$ cat src/include/sdc_params.svh
// offsets, field positions, reset values and counts of the spi frame engine
`ifndef SDC_PARAMS_SVH
`define SDC_PARAMS_SVH

// frame layout
`define SDC_FRAME_W 16
`define SDC_BYTE_W 8
`define SDC_BIT_RW 15
`define SDC_ADDR_HI 14
`define SDC_ADDR_LO 12
`define SDC_DATA_HI 11
`define SDC_BYTE_LAST_CNT 3'h7

// command address and the status snapshot code used after reset
`define SDC_ADDR_CMD 3'h0
`define SDC_SNAPSHOT_CMD 12'h710

// local register bus
`define SDC_BUS_AW 4
`define SDC_BUS_DW 16
`define SDC_REG_CTRL 4'h0
`define SDC_REG_STATUS 4'h1
`define SDC_REG_LAST_RX 4'h2
`define SDC_REG_LAST_TX 4'h3

// field positions and reset values
`define SDC_CTRL_SPLIT 0
`define SDC_STAT_ERR 0
`define SDC_STAT_BUSY 1
`define SDC_STAT_SPLIT 2
`define SDC_STAT_CNT_LO 8
`define SDC_CTRL_RST 1'b1

// pin synchroniser depth
`define SDC_SYNC_STAGES 2

`endif

$ cat src/include/sdc_pkg.sv
// types shared by the spi frame engine and its users
`include "sdc_params.svh"

package sdc_pkg;

   // one 16-bit command toward the device registers
   typedef struct packed {
      logic wr;
      logic [2:0] addr;
      logic [11:0] data;
   } sdc_req_s;

   // answer of the byte command executor
   typedef struct packed {
      logic split;
      logic [7:0] data;
   } sdc_byte_ans_s;

   // local register bus request
   typedef struct packed {
      logic [`SDC_BUS_AW-1:0] addr;
      logic [`SDC_BUS_DW-1:0] wdata;
      logic wr;
      logic rd;
   } sdc_bus_s;

   typedef enum logic [2:0] {
      ST_BOOT,
      ST_IDLE,
      ST_SHIFT,
      ST_ASK,
      ST_LOAD
   } sdc_state_e;

endpackage : sdc_pkg

$ cat src/core/sdc_pin_sync.sv
// per-pin synchroniser with edge detection on the settled level
`timescale 1ns/1ns
module sdc_pin_sync #(
   parameter int W = 3,
   parameter int STAGES = 2,
   parameter logic [W-1:0] RST_VAL = '0
) (
   input wire logic clk,
   input wire logic srst,
   input wire logic [W-1:0] d_in,
   output logic [W-1:0] lvl,
   output logic [W-1:0] rise,
   output logic [W-1:0] fall
);

   // fewer than two stages would let metastability reach the logic
   if (STAGES < 2) begin : g_bad_stages
      $error("sdc_pin_sync needs at least two stages");
   end

   genvar i;
   // one chain per pin; the edge detector only sees the last stage
   for (i = 0; i < W; i++) begin : g_pin
      logic [STAGES-1:0] chain;
      logic last;
      always_ff @(posedge clk) begin
         if (srst) begin
            chain <= {STAGES{RST_VAL[i]}};
            last <= RST_VAL[i];
         end else begin
            chain <= {chain[STAGES-2:0], d_in[i]};
            last <= chain[STAGES-1];
         end
      end
      assign lvl[i] = chain[STAGES-1];
      assign rise[i] = chain[STAGES-1] & ~last;
      assign fall[i] = ~chain[STAGES-1] & last;
   end

endmodule : sdc_pin_sync

$ cat src/core/sdc_spi_frame.sv
// spi slave frame engine: 16-bit and split protocol with chain pass-through
`timescale 1ns/1ns
`include "sdc_params.svh"

module sdc_spi_frame
   import sdc_pkg::*;
#(
   parameter int SYNC_STAGES = `SDC_SYNC_STAGES
) (
   input wire logic REF_CLK,
   input wire logic SRST,
   input wire logic CS_N,
   input wire logic SCLK,
   input wire logic SI,
   output logic SO_O,
   output logic SO_OE,
   input wire sdc_bus_s BUS,
   output logic [`SDC_BUS_DW-1:0] BUS_RDATA,
   output logic FRM_REQ,
   output sdc_req_s FRM_CMD,
   input wire logic [11:0] FRM_ANS,
   output logic BYTE_REQ,
   output logic BYTE_LAST,
   output logic [7:0] BYTE_CMD,
   input wire sdc_byte_ans_s BYTE_ANS,
   output logic COMM_ERR
);

   logic [2:0] pin_lvl;
   logic [2:0] pin_rise;
   logic [2:0] pin_fall;
   logic cs_n;
   logic cs_rise;
   logic cs_fall;
   logic sclk_rise;
   logic sclk_fall;
   logic si;

   sdc_state_e st;
   logic [15:0] sr;
   logic [15:0] out_frame;
   logic [15:0] last_rx;
   logic [2:0] mod8;
   logic got_byte;
   logic ge16;
   logic split_frame;
   logic up_pend;
   logic lo_kind;
   logic so_bit;
   logic split_en;
   logic comm_err;
   logic [7:0] frame_cnt;
   logic err_set;
   logic decode_ok;
   logic [7:0] upper_rx;

   // every pin passes the synchroniser; select idles high
   sdc_pin_sync #(
      .W(3),
      .STAGES(SYNC_STAGES),
      .RST_VAL(3'b001)
   ) u_sync (
      .clk(REF_CLK),
      .srst(SRST),
      .d_in({SI, SCLK, CS_N}),
      .lvl(pin_lvl),
      .rise(pin_rise),
      .fall(pin_fall)
   );

   // named views of the synchronised pins
   assign cs_n = pin_lvl[0];
   assign cs_rise = pin_rise[0];
   assign cs_fall = pin_fall[0];
   assign sclk_rise = pin_rise[1];
   assign sclk_fall = pin_fall[1];
   assign si = pin_lvl[2];

   // frame end checks and the upper byte as it completes
   assign err_set = (st == ST_SHIFT) && cs_rise && (mod8 != 3'h0);
   assign decode_ok = (st == ST_SHIFT) && cs_rise && (mod8 == 3'h0) && ge16;
   assign upper_rx = {sr[6:0], si};

   // pin-side shift register; output floats while deselected
   assign SO_O = so_bit;
   assign SO_OE = ~cs_n;

   // load at select fall, sample on falling clock, drive on rising
   always_ff @(posedge REF_CLK) begin
      if (SRST) begin
         sr <= 16'h0000;
         so_bit <= 1'b0;
      end else if (cs_fall && st == ST_IDLE) begin
         sr <= out_frame;
         so_bit <= out_frame[`SDC_BIT_RW];
      end else if (st == ST_SHIFT) begin
         if (sclk_fall) begin
            sr <= {sr[14:0], si};
         end else if (up_pend && BYTE_ANS.split) begin
            sr[15:8] <= BYTE_ANS.data;
         end
         if (sclk_rise) begin
            so_bit <= sr[15];
         end
      end
   end

   // modulo-eight bit counter; bits past sixteen pass through to the chain
   always_ff @(posedge REF_CLK) begin
      if (SRST || (cs_fall && st == ST_IDLE)) begin
         mod8 <= 3'h0;
         got_byte <= 1'b0;
         ge16 <= 1'b0;
      end else if (st == ST_SHIFT && sclk_fall) begin
         mod8 <= mod8 + 3'h1;
         if (mod8 == `SDC_BYTE_LAST_CNT) begin
            got_byte <= 1'b1;
            ge16 <= ge16 | got_byte;
         end
      end
   end

   // split marking comes from the byte executor's verdict
   always_ff @(posedge REF_CLK) begin
      if (SRST || (cs_fall && st == ST_IDLE)) begin
         split_frame <= 1'b0;
         up_pend <= 1'b0;
      end else begin
         up_pend <= BYTE_REQ && !BYTE_LAST;
         if (up_pend && BYTE_ANS.split) begin
            split_frame <= 1'b1;
         end
      end
   end

   // frame control: boot snapshot, shifting, decode and fetch
   always_ff @(posedge REF_CLK) begin
      if (SRST) begin
         st <= ST_BOOT;
         FRM_REQ <= 1'b0;
         FRM_CMD <= '0;
         BYTE_REQ <= 1'b0;
         BYTE_LAST <= 1'b0;
         BYTE_CMD <= 8'h00;
         lo_kind <= 1'b0;
      end else begin
         FRM_REQ <= 1'b0;
         BYTE_REQ <= 1'b0;
         case (st)
            ST_BOOT: begin
               // behave as if a snapshot command had been sent
               FRM_REQ <= 1'b1;
               FRM_CMD <= '{wr: 1'b0, addr: `SDC_ADDR_CMD, data: `SDC_SNAPSHOT_CMD};
               lo_kind <= 1'b0;
               st <= ST_ASK;
            end
            ST_IDLE: begin
               if (cs_fall) begin
                  st <= ST_SHIFT;
               end
            end
            ST_SHIFT: begin
               // the first byte may be a split command; run it at once
               if (sclk_fall && mod8 == `SDC_BYTE_LAST_CNT && !got_byte && split_en) begin
                  BYTE_REQ <= 1'b1;
                  BYTE_LAST <= 1'b0;
                  BYTE_CMD <= upper_rx;
               end
               if (cs_rise) begin
                  if (decode_ok && split_frame) begin
                     BYTE_REQ <= 1'b1;
                     BYTE_LAST <= 1'b1;
                     BYTE_CMD <= sr[7:0];
                     lo_kind <= 1'b1;
                     st <= ST_ASK;
                  end else if (decode_ok) begin
                     FRM_REQ <= 1'b1;
                     FRM_CMD <= '{wr: sr[`SDC_BIT_RW], addr: sr[`SDC_ADDR_HI:`SDC_ADDR_LO],
                                  data: sr[`SDC_DATA_HI:0]};
                     lo_kind <= 1'b0;
                     st <= ST_ASK;
                  end else begin
                     st <= ST_IDLE;
                  end
               end
            end
            ST_ASK: begin
               st <= ST_LOAD;
            end
            ST_LOAD: begin
               st <= ST_IDLE;
            end
            default: begin
               st <= ST_IDLE;
            end
         endcase
      end
   end

   // next output frame from the answer; it waits for the next select fall
   always_ff @(posedge REF_CLK) begin
      if (SRST) begin
         out_frame <= 16'h0000;
      end else if (st == ST_LOAD) begin
         if (lo_kind) begin
            out_frame <= {BYTE_ANS.data, 8'h00};
         end else begin
            out_frame <= {^{FRM_CMD.addr, FRM_ANS}, FRM_CMD.addr, FRM_ANS};
         end
      end
   end

   // capture of decoded frames for software
   always_ff @(posedge REF_CLK) begin
      if (SRST) begin
         last_rx <= 16'h0000;
         frame_cnt <= 8'h00;
      end else if (decode_ok) begin
         last_rx <= sr;
         frame_cnt <= frame_cnt + 8'h01;
      end
   end

   // control register: split protocol enable
   always_ff @(posedge REF_CLK) begin
      if (SRST) begin
         split_en <= `SDC_CTRL_RST;
      end else if (BUS.wr && BUS.addr == `SDC_REG_CTRL) begin
         split_en <= BUS.wdata[`SDC_CTRL_SPLIT];
      end
   end

   // sticky length error; a new error wins over the clear
   always_ff @(posedge REF_CLK) begin
      if (SRST) begin
         comm_err <= 1'b0;
      end else if (err_set) begin
         comm_err <= 1'b1;
      end else if (BUS.wr && BUS.addr == `SDC_REG_STATUS && BUS.wdata[`SDC_STAT_ERR]) begin
         comm_err <= 1'b0;
      end
   end
   assign COMM_ERR = comm_err;

   // read data stands in the cycle after the strobe only
   always_ff @(posedge REF_CLK) begin
      if (SRST || !BUS.rd) begin
         BUS_RDATA <= 16'h0000;
      end else if (BUS.addr == `SDC_REG_CTRL) begin
         BUS_RDATA <= {15'h0000, split_en};
      end else if (BUS.addr == `SDC_REG_STATUS) begin
         BUS_RDATA <= {frame_cnt, 5'h00, split_frame, st != ST_IDLE, comm_err};
      end else if (BUS.addr == `SDC_REG_LAST_RX) begin
         BUS_RDATA <= last_rx;
      end else if (BUS.addr == `SDC_REG_LAST_TX) begin
         BUS_RDATA <= out_frame;
      end else begin
         BUS_RDATA <= 16'h0000;
      end
   end
endmodule : sdc_spi_frame

$ cat config.mk
export PLATFORM = sky130hd
export DESIGN_NAME = sdc_spi_frame
export DESIGN_NICKNAME = d
export VERILOG_FILES = /design/src/include/sdc_pkg.sv /design/src/core/sdc_pin_sync.sv /design/src/core/sdc_spi_frame.sv
export VERILOG_INCLUDE_DIRS = /design/src /design/src/include
export SDC_FILE = /design/constraint.sdc
export NUM_CORES = 1
export LEC_CHECK = 0
export BUFFER_PORTS_ARGS = -buffer_cell sky130_fd_sc_hd__buf_2
export CAP_MARGIN = 10
export CORE_ASPECT_RATIO = 1.1
export CORE_MARGIN = 2
export CORE_UTILIZATION = 45
export DETAILED_ROUTE_END_ITERATION = 10
export PLACE_DENSITY = 0.66
export SYNTH_ARGS = -nofsm -noshare
export SYNTH_HDL_FRONTEND = slang
export SYNTH_SLANG_ARGS = --single-unit
$ cat constraint.sdc
create_clock -name REF_CLK -period 2 [get_ports REF_CLK]
set_input_delay 0.3 -clock REF_CLK [delete_from_list [all_inputs] [get_ports REF_CLK]]
set_output_delay 0.3 -clock REF_CLK [all_outputs]
set_load 0.1 [all_outputs]
Word-level counts from Yosys, hierarchy flattened
Index checks and enable logic that the tools add are counted.
- logic and storage cells: 138
- input bits: 48
- output and inout bits: 46
- register bits: 121
- bitwise logic cells: 10
- eq/ne operators: 14
- mux-type cells: 41
- reduce and logical (&&, ||, !) cells: 41
- add/sub/neg operators: 2
- operator list (operator ; count):
    $mux 16 ; 9
    $mux 8 ; 6
    $pmux 16 s2 ; 1
    $mux 1 ; 18
    $logic_and 1x1->1 ; 15
    $reduce_xor 15->1 ; 1
    $pmux 3 s4 ; 1
    $reduce_and 2->1 ; 5
    $reduce_bool 2->1 ; 5
    $add 8x1->8 const B ; 1
    $eq 4x2->1 const B ; 2
    $ne 2x2->1 const B ; 4
    $eq 3x2->1 const B ; 2
    $eq 3x3->1 const B ; 2
    $logic_not 3->1 ; 2
    $mux 3 ; 2
    $reduce_bool 3->1 ; 2
    $not 1->1 ; 5
    $and 1x1->1 ; 4
    $eq 4x1->1 const B ; 1
    $logic_not 4->1 ; 1
    $mux 2 ; 2
    $pmux 1 s2 ; 2
    $reduce_and 4->1 ; 1
    10 further kinds ; 14

Longest topological paths before layout
Gate-level depths: netlist of the first run.
- word-level depth: 9
- gate-level depth with buffers: 8
- gate-level depth less buffers: 6

Modules after synthesis
Synthesis of the first run repeated with hierarchy kept, for this count alone.
- cell total of the unflattened synthesis: 617
- area, all modules: 5348.9 sq um
- modules (own cells, without submodules) (module ; seq. area each (sq um) ; area an instance (sq um) ; cells an instance ; times used):
    sdc_spi_frame ; 2262.2 ; 5052.3 ; 590 ; 1
    sdc_pin_sync ; 180.2 ; 296.5 ; 27 ; 1

Worst setup path after synthesis of the first run
OpenSTA, ideal clock, no wires.
- kind: reg-to-reg
- start point: reg FRM_CMD[14] in the netlist's numbering
- end point: reg out_frame[15]
- stages on the path, launching flop included: 5
- required time: 1.926 ns
- buffers on the path: 0
- clock period less this slack: 1.925 ns
- path slack: 0.075 ns
- arrival time: 1.850 ns
- setup time: 0.074 ns
- path through: dfxtp_1 -> xnor2_1 -> xnor2_1 -> xnor3_1 -> o21ai_0
- word-level cells in the longest chain between the ends: 2
- RTL lines (element ; line ; source):
    start, declared ; sdc_spi_frame.sv:20 ; output sdc_req_s FRM_CMD,
    start signal, assigned ; sdc_spi_frame.sv:153 ; FRM_CMD <= '{wr: 1'b0, addr: `SDC_ADDR_CMD, data: `SDC_SNAPSHOT_CMD};
    start signal, assigned ; sdc_spi_frame.sv:178 ; FRM_CMD <= '{wr: sr[`SDC_BIT_RW], addr: sr[`SDC_ADDR_HI:`SDC_ADDR_LO],
    $reduce_xor 15->1 ; sdc_spi_frame.sv:208 ; out_frame <= {^{FRM_CMD.addr, FRM_ANS}, FRM_CMD.addr, FRM_ANS};
    $mux 16 ; sdc_spi_frame.sv:205 ; if (lo_kind) begin
    end signal, assigned ; sdc_spi_frame.sv:206 ; out_frame <= {BYTE_ANS.data, 8'h00};
    end signal, assigned ; sdc_spi_frame.sv:208 ;
    end, declared ; sdc_spi_frame.sv:41 ; logic [15:0] out_frame;
Every way passes these cells.
A chain may end at the register's enable or synchronous reset.

Worst setup path after layout of the first run
- start point: reg st[0]
- end point: reg sr[13]
- word-level cells in the longest chain between the ends: 4
- elaborated cells on any way between the ends: 7
- those cells by class: eq/ne (2); mux (1); reduce/logical (4)
- RTL lines (element ; line ; source):
    start, declared ; sdc_spi_frame.sv:39 ; sdc_state_e st;
    start signal, assigned ; sdc_spi_frame.sv:139 ; st <= ST_BOOT;
    start signal, assigned ; sdc_spi_frame.sv:155 ; st <= ST_ASK;
    start signal, assigned ; sdc_spi_frame.sv:159 ; st <= ST_SHIFT;
    $eq 3x1->1 ; sdc_spi_frame.sv:93 ; end else if (cs_fall && st == ST_IDLE) begin
    $logic_and 1x1->1 ; sdc_spi_frame.sv:93 ;
    $reduce_bool 3->1 (no source line) / $reduce_bool 2->1 (equally long branches) ; - ;
    $reduce_and 2->1 (no source line) ; - ;
    end signal, assigned ; sdc_spi_frame.sv:94 ; sr <= out_frame;
    end signal, assigned ; sdc_spi_frame.sv:98 ; sr <= {sr[14:0], si};
    end signal, assigned ; sdc_spi_frame.sv:100 ; sr[15:8] <= BYTE_ANS.data;
    end, declared ; sdc_spi_frame.sv:40 ; logic [15:0] sr;
Several ways; a longest one is shown, not always the timed one.

==> flow_metrics.py, run 1 <==
metrics = {
    "setup_path": {
        "worstSetupEndpointType": "flip-flop",
        "cp_max_fo": 8,
        "crit_path_cell_trace": "or4b_2 > nor3_1 > a211o_1 > a21oi_1",
        "start_kind": "flip-flop",
        "worst-setup-path-type": "reg -> reg",
        "crit_required_ps": 2270,
        "cp_top_family": "simple AND/OR/NAND/NOR gates",
        "crit_buf_inv": 0,
        "cp_slowest_stage_delay_ps": 780,
        "critical_path_arrival_ps": 2150,
        "worst_path_max_delay_cell": "or4b_2",
    },
    "sta": {
        "hold_viol": 0,
        "finalSetupViolations": 0,
        "fin_setup_tns_ps": 0,
        "tightestPinTransition_ps": 854.8,
        "fin_skew_ps": 6.499,
        "period_share_pct": 93.76,
        "rsz0062_at_grt": "false",
        "finalMaxSlewViolations": 0,
        "clock.fmax_ghz": 0.5333,
        "period_minus_slack_ps": 1875,
        "worst_slack_ps": 124.9,
        "slew_headroom_pct": 42.94,
    },
    "clocking": {
        "insertion_delay_ps": 410,
        "tritoncts": "built",
        "clockBufferDepth": 2,
        "clock-sinks": 121,
        "clk_pin_slew_ps": 60,
        "numCtsBuffers": 17,
        "post_cts_buffers": 0,
        "holdBufCountCts": 0,
        "clock-root-buffer": "clkbuf_16",
        "cts_max_level": 4,
    },
    "yosys": {
        "synthArstFlopShare_pct": 0,
        "syn_area_um2": 5343,
        "syn_avg_cell_area_um2": 8.773,
        "seq_area_frac_synth_pct": 45.34,
        "syn-num-nets": 661,
        "ys_types": 53,
        "synth_seq_cells": 121,
        "synth_flop_cell": "dfxtp_1",
        "synthCells": 609,
        "synth_edf_count": 0,
        "ys_warn_count": 0,
    },
    "global_routing": {
        "grt_pass1_vias": 4733,
        "overflow": 0,
        "grt_max_degree": 103,
        "antenna_found_initial": 0,
        "grtUsageTotal_pct": 23.85,
        "grt_pass1_wl_mm": 23.82,
    },
    "power": {
        "cellLeakagePower_nw": 2.633,
        "vdd_drop_max_mv": 0.5532,
        "power_density_nw_per_um2": 921.9,
        "finalPower_mw": 6.094,
    },
    "route": {
        "viasPerCell": 5.756,
        "detail_route.wl_per_cell_um": 17.76,
        "drt_iter0_markers": 304,
        "drc": 0,
        "drt_first_pass_iters": 5,
        "route.vias.total": 4898,
        "wl_mm": 15.12,
        "ant_nets": 0,
    },
    "finish": {
        "final_common_cell": "dfxtp_1",
        "syn_to_final_growth_pct": 23.72,
        "nNetsFinal": 740,
        "mostFrequentLayoutCells": "dfxtp_1 (121), buf_2 (78), nand2_1 (70), a21oi_1 (65), nor2_1 (39)",
        "num_antenna_cells": 0,
        "drive_gt1_share_pct": 23.54,
        "fillers": 1041,
    },
    "die": {
        "core_um2": 11540,
        "io_pins": 94,
        "placementRows": 41,
        "die_area_um2": 12760,
        "start_util_pct": 46.29,
        "dieWidth_um": 107.9,
        "die_h_um": 118.3,
    },
    "outcome": {
        "status": "finished, final reports clean",
    },
    "place": {
        "dp_hpwl_mm": 10.38,
        "gp_congestion": 0.8609,
        "pre_cts_ws_ps": 100.1,
        "port_buffers": 78,
    },
    "hold_path": {
        "min_path_type": "in -> reg",
    },
    "job": {
        "drv_cap": 0,
    },
}
final cells by class:
type	instances	area (um2)	share of cell area (%)
multi-input cells	432	2715	41.08
flip-flops and latches	121	2422	36.65
repair buffers	109	660.6	9.994
clock buffers	19	452.9	6.852
well taps	150	187.7	2.839
clock inverters	13	145.1	2.196
inverters	7	26.28	0.3975
final timing paths:
path / cells after the start / start / end / slack (ps)
max reg2reg: 4 / st[0] / sr[13] / 120
max: 4 / st[0] / sr[13] / 120
min reg2reg: 1 / u_sync.g_pin[0].chain[0] / u_sync.g_pin[0].chain[1] / 420
min: 2 / CS_N / u_sync.g_pin[0].chain[0] / 80
cell usage after synthesis (2+ instances only):
library cell  instances  area, um2
a211o_1               7      61.31
a211oi_1             16      120.1
a21o_1                3      22.52
a21oi_1              65      325.3
a221oi_1              7      61.31
a311oi_1              8      70.07
a31oi_1               3      18.77
a41oi_1               2      17.52
and3b_1               8      70.07
and4_1                2      17.52
buf_2                 6      30.03
clkbuf_1             43      161.4
dfxtp_1             121       2422
ha_1                  4      50.05
inv_1                 6      22.52
mux2_2                9      101.4
mux2i_1              24      240.2
nand2_1              71      266.5
nand2b_1              3      18.77
nand3_1              22      110.1
nand3b_1             13      97.59
nand4_1              16      100.1
nor2_1               39      146.4
nor2b_1              10      62.56
nor3_1               23      115.1
nor4_1                3      18.77
o21ai_0              26      130.1
o21ai_1               2      10.01
o31ai_1               4      30.03
or2_2                 4      25.02
or3_1                 2      12.51
or4_1                 3      22.52
xnor2_1              12      105.1
xnor3_1               3      67.56
worst register-to-register path, cell delays in order (launching register included):
cell     delay [ps]
dfxtp_1         490
or4b_2          780
nor3_1          240
a211o_1         160
a21oi_1          70
sequential cells by signal, summed over array words and instances, names as in the netlist, 2 cells and up:
signal              count
BUS_RDATA              16
FRM_CMD                16
last_rx                16
out_frame              16
sr                     16
BYTE_CMD                8
frame_cnt               8
u_sync.g_pin.chain      6
mod8                    3
st                      3
u_sync.g_pin.last       2
metal layers:
layer	global-route usage, %	vias to the layer above	part of all wire (%)
met5	0	-	0
met2	38.72	170	48
met3	5.295	37	7.0
li1	-	2346	-
met4	10.66	0	3.0
met1	30.06	2345	42
logic make-up (layout without fill, tap and decap cells):
group           after synthesis  count (layout)  synth area share, %
simple gates                231             231                22.58
compound gates              147             147                16.86
flops                       121             121                45.34
buf+inv                      56             148                4.075
mux                          34              34                6.815
xor+xnor                     16              16                3.396
fa+ha+maj                     4               4               0.9368
stage by stage:
| stage | cell area, um2 | cells | hold WS, ps | util, % |
|---|---|---|---|---|
| floorplan | 5343 | 609 | 389.5 | - |
| global placement | 6010 | 819 | 394.8 | 52.07 |
| detailed placement | 6010 | 819 | 408.2 | 52.07 |
| CTS | 6608 | 851 | 70.90 | 57.25 |
| global route | 6610 | 851 | 69.38 | 57.27 |
| finish | 6610 | 851 | 80.55 | 57.27 |
where the power goes:
group | switching [mW] | total (mW) | internal [mW]
logic | 0.368 | 0.553 | 0.184
registers | 0.0460 | 2.50 | 2.45
clock network | 1.13 | 3.04 | 1.91
what timing repair did:
item | 4_1_cts | 5_1_grt
gates resized for setup | 0 | 1
setup endpoints to repair | 0 | 3
endpoints found under the hold margin | 0 | 0
Power figures use the tool's default switching activity.
==> run 2, diff against run 1 <==
--- a/config.mk
+++ b/config.mk
@@ -14,2 +14,3 @@
 export DETAILED_ROUTE_END_ITERATION = 10
+export HOLD_SLACK_MARGIN = 0.12
 export PLACE_DENSITY = 0.66
==> constraint.sdc (replaced) <==
create_clock -name REF_CLK -period 2 [get_ports REF_CLK]
set_input_delay 0.4 -clock REF_CLK [delete_from_list [all_inputs] [get_ports REF_CLK]]
set_output_delay 0.4 -clock REF_CLK [all_outputs]
set_load 0.1 [all_outputs]
==> run 2 against run 1 <==
- clock skew rose by 0.99 ps
- non-clock buffer count unchanged
- design area is 0.21% higher
- register-to-register slack improved by 30 ps
- critical path type unchanged
- critical endpoint is now FRM_CMD[4]
- largest power group unchanged
==> flow_metrics.py, run 2 (synthesized netlist as in run 1, its figures left out) <==
metrics = {
    "outcome": {
        "status": "finished, final reports clean",
    },
    "sta": {
        "timing.hold.ws_ps": 171.9,
        "tightestPinTransition_ps": 800.2,
        "rsz0062_at_grt": "false",
        "finalSetupViolations": 0,
        "fin_setup_tns_ps": 0,
        "fin_skew_ps": 7.490,
        "clock.fmax_ghz": 0.5419,
        "slew_headroom_pct": 46.29,
        "finalMaxSlewViolations": 0,
        "period_minus_slack_ps": 1845,
        "period_share_pct": 92.27,
        "hold_viol": 0,
    },
    "finish": {
        "final_common_cell": "dfxtp_1",
        "syn_to_final_growth_pct": 23.98,
        "drive_gt1_share_pct": 23.25,
        "seqCellArea_um2": 2424,
        "mostFrequentLayoutCells": "dfxtp_1 (120), buf_2 (78), nand2_1 (70), a21oi_1 (65), nor2_1 (39)",
        "nNetsFinal": 740,
        "num_antenna_cells": 0,
        "multi_input_area_um2": 2715,
        "fillers": 1039,
        "fin_cells": 851,
    },
    "clocking": {
        "clk_pin_slew_ps": 60,
        "post_cts_buffers": 0,
        "holdBufCountCts": 0,
        "clockBufferDepth": 2,
        "numCtsBuffers": 17,
        "tritoncts": "built",
        "clock-root-buffer": "clkbuf_16",
        "cts_resized": 0,
        "cts_max_level": 4,
        "insertion_delay_ps": 420,
        "clock-sinks": 121,
    },
    "die": {
        "start_util_pct": 46.29,
        "dieWidth_um": 107.9,
        "io_pins": 94,
        "die_h_um": 118.3,
        "placementRows": 41,
        "die_area_um2": 12760,
        "core_um2": 11540,
    },
    "power": {
        "power.share.sequential_pct": 40.8,
        "internal_power_mw": 4.629,
        "p_sw_mw": 1.504,
        "power_frac_clock_pct": 50.2,
        "vdd_drop_max_mv": 0.5582,
        "power.share.switching_pct": 24.52,
        "power_density_nw_per_um2": 925.9,
        "combPwrFrac_pct": 9.0,
        "cellLeakagePower_nw": 2.628,
    },
    "route": {
        "route.vias.total": 4956,
        "detail_route.wl_per_cell_um": 17.81,
        "wl_mm": 15.16,
        "drc": 0,
        "drt_first_pass_iters": 5,
        "drt_iter0_markers": 255,
        "ant_nets": 0,
        "viasPerCell": 5.824,
    },
    "global_routing": {
        "grt_pass1_wl_mm": 24.07,
        "grtUsageTotal_pct": 24.32,
        "grt_max_degree": 103,
        "grt_pass1_vias": 4724,
        "overflow": 0,
        "antenna_found_initial": 0,
    },
    "place": {
        "dp.cells": 819,
        "port_buffers": 78,
        "gp_congestion": 0.8703,
        "dp_hpwl_mm": 10.52,
    },
    "setup_path": {
        "critical_path_arrival_ps": 2130,
        "cp_max_fo": 14,
        "crit_required_ps": 2280,
        "worstSetupEndpointType": "flip-flop",
        "worst-setup-path-type": "reg -> reg",
        "start_kind": "flip-flop",
    },
    "job": {
        "drv_cap": 0,
    },
    "hold_path": {
        "min_path_type": "in -> reg",
    },
}
run 2: cell types whose count changed in the layout (fill, tap and decap cells not counted):
cell        change
buf_12          +1
buf_4           -1
bufinv_16       +1
clkbuf_1        +3
clkbuf_8        -1
clkinv_4        -2
clkinvlp_4      +1
dfxtp_1         -1
dfxtp_2         +1
inv_6           -2
run 2: final cells by class:
| class | count | share of cell area, % |
|---|---|---|
| Multi-Input combinational cell | 432 | 40.99 |
| Sequential cell | 121 | 36.59 |
| Timing Repair Buffer | 109 | 10.16 |
| Clock buffer | 21 | 6.800 |
| Tap cell | 150 | 2.833 |
| Clock inverter | 11 | 2.229 |
| Inverter | 7 | 0.3967 |
run 2: final timing paths:
kind | from | endpoint | slack [ps] | cells after the start
max | mod8[0] | FRM_CMD[4] | 150 | 6
min reg2reg | u_sync.g_pin[0].chain[0] | u_sync.g_pin[0].chain[1] | 410 | 1
max reg2reg | mod8[0] | FRM_CMD[4] | 150 | 6
min | CS_N | u_sync.g_pin[0].chain[0] | 170 | 2
run 2: power groups by stage:
stage	Sequential, mW	Combinational, mW	Clock [mW]
2_1_floorplan	2.64	0.275	0
3_3_place_gp	2.55	0.540	0
3_5_place_dp	2.55	0.547	0
4_1_cts	2.50	0.551	3.10
5_1_grt	2.51	0.587	3.22
6_report	2.50	0.554	3.08
run 2: per-stage QoR:
step / cell area, um2 / util [%] / setup slack [ps] / power, mW
after CTS: 6620 / 57.36 / 106.9 / 6.153
after global placement: 6022 / 52.17 / 161.5 / 3.089
after floorplan: 5343 / - / 75.41 / 2.917
final: 6624 / 57.39 / 154.5 / 6.133
after global routing: 6624 / 57.39 / 25.15 / 6.310
after detailed placement: 6022 / 52.17 / 113.6 / 3.098
run 2: metal layers:
layer  GRT usage [%]  wire (um)  vias up
li1                -          -     2352
met1           28.70       6108     2362
met2           40.45       7398      201
met3           6.398       1159       41
met4           11.94        490        0
met5               0          0        -
run 2: critical path, stage by stage, from the launching register on:
cell	delay, ps
dfxtp_1	310
inv_1	90
ha_1	190
nand3b_1	190
o31a_1	530
nor4_1	320
nor3_1	70
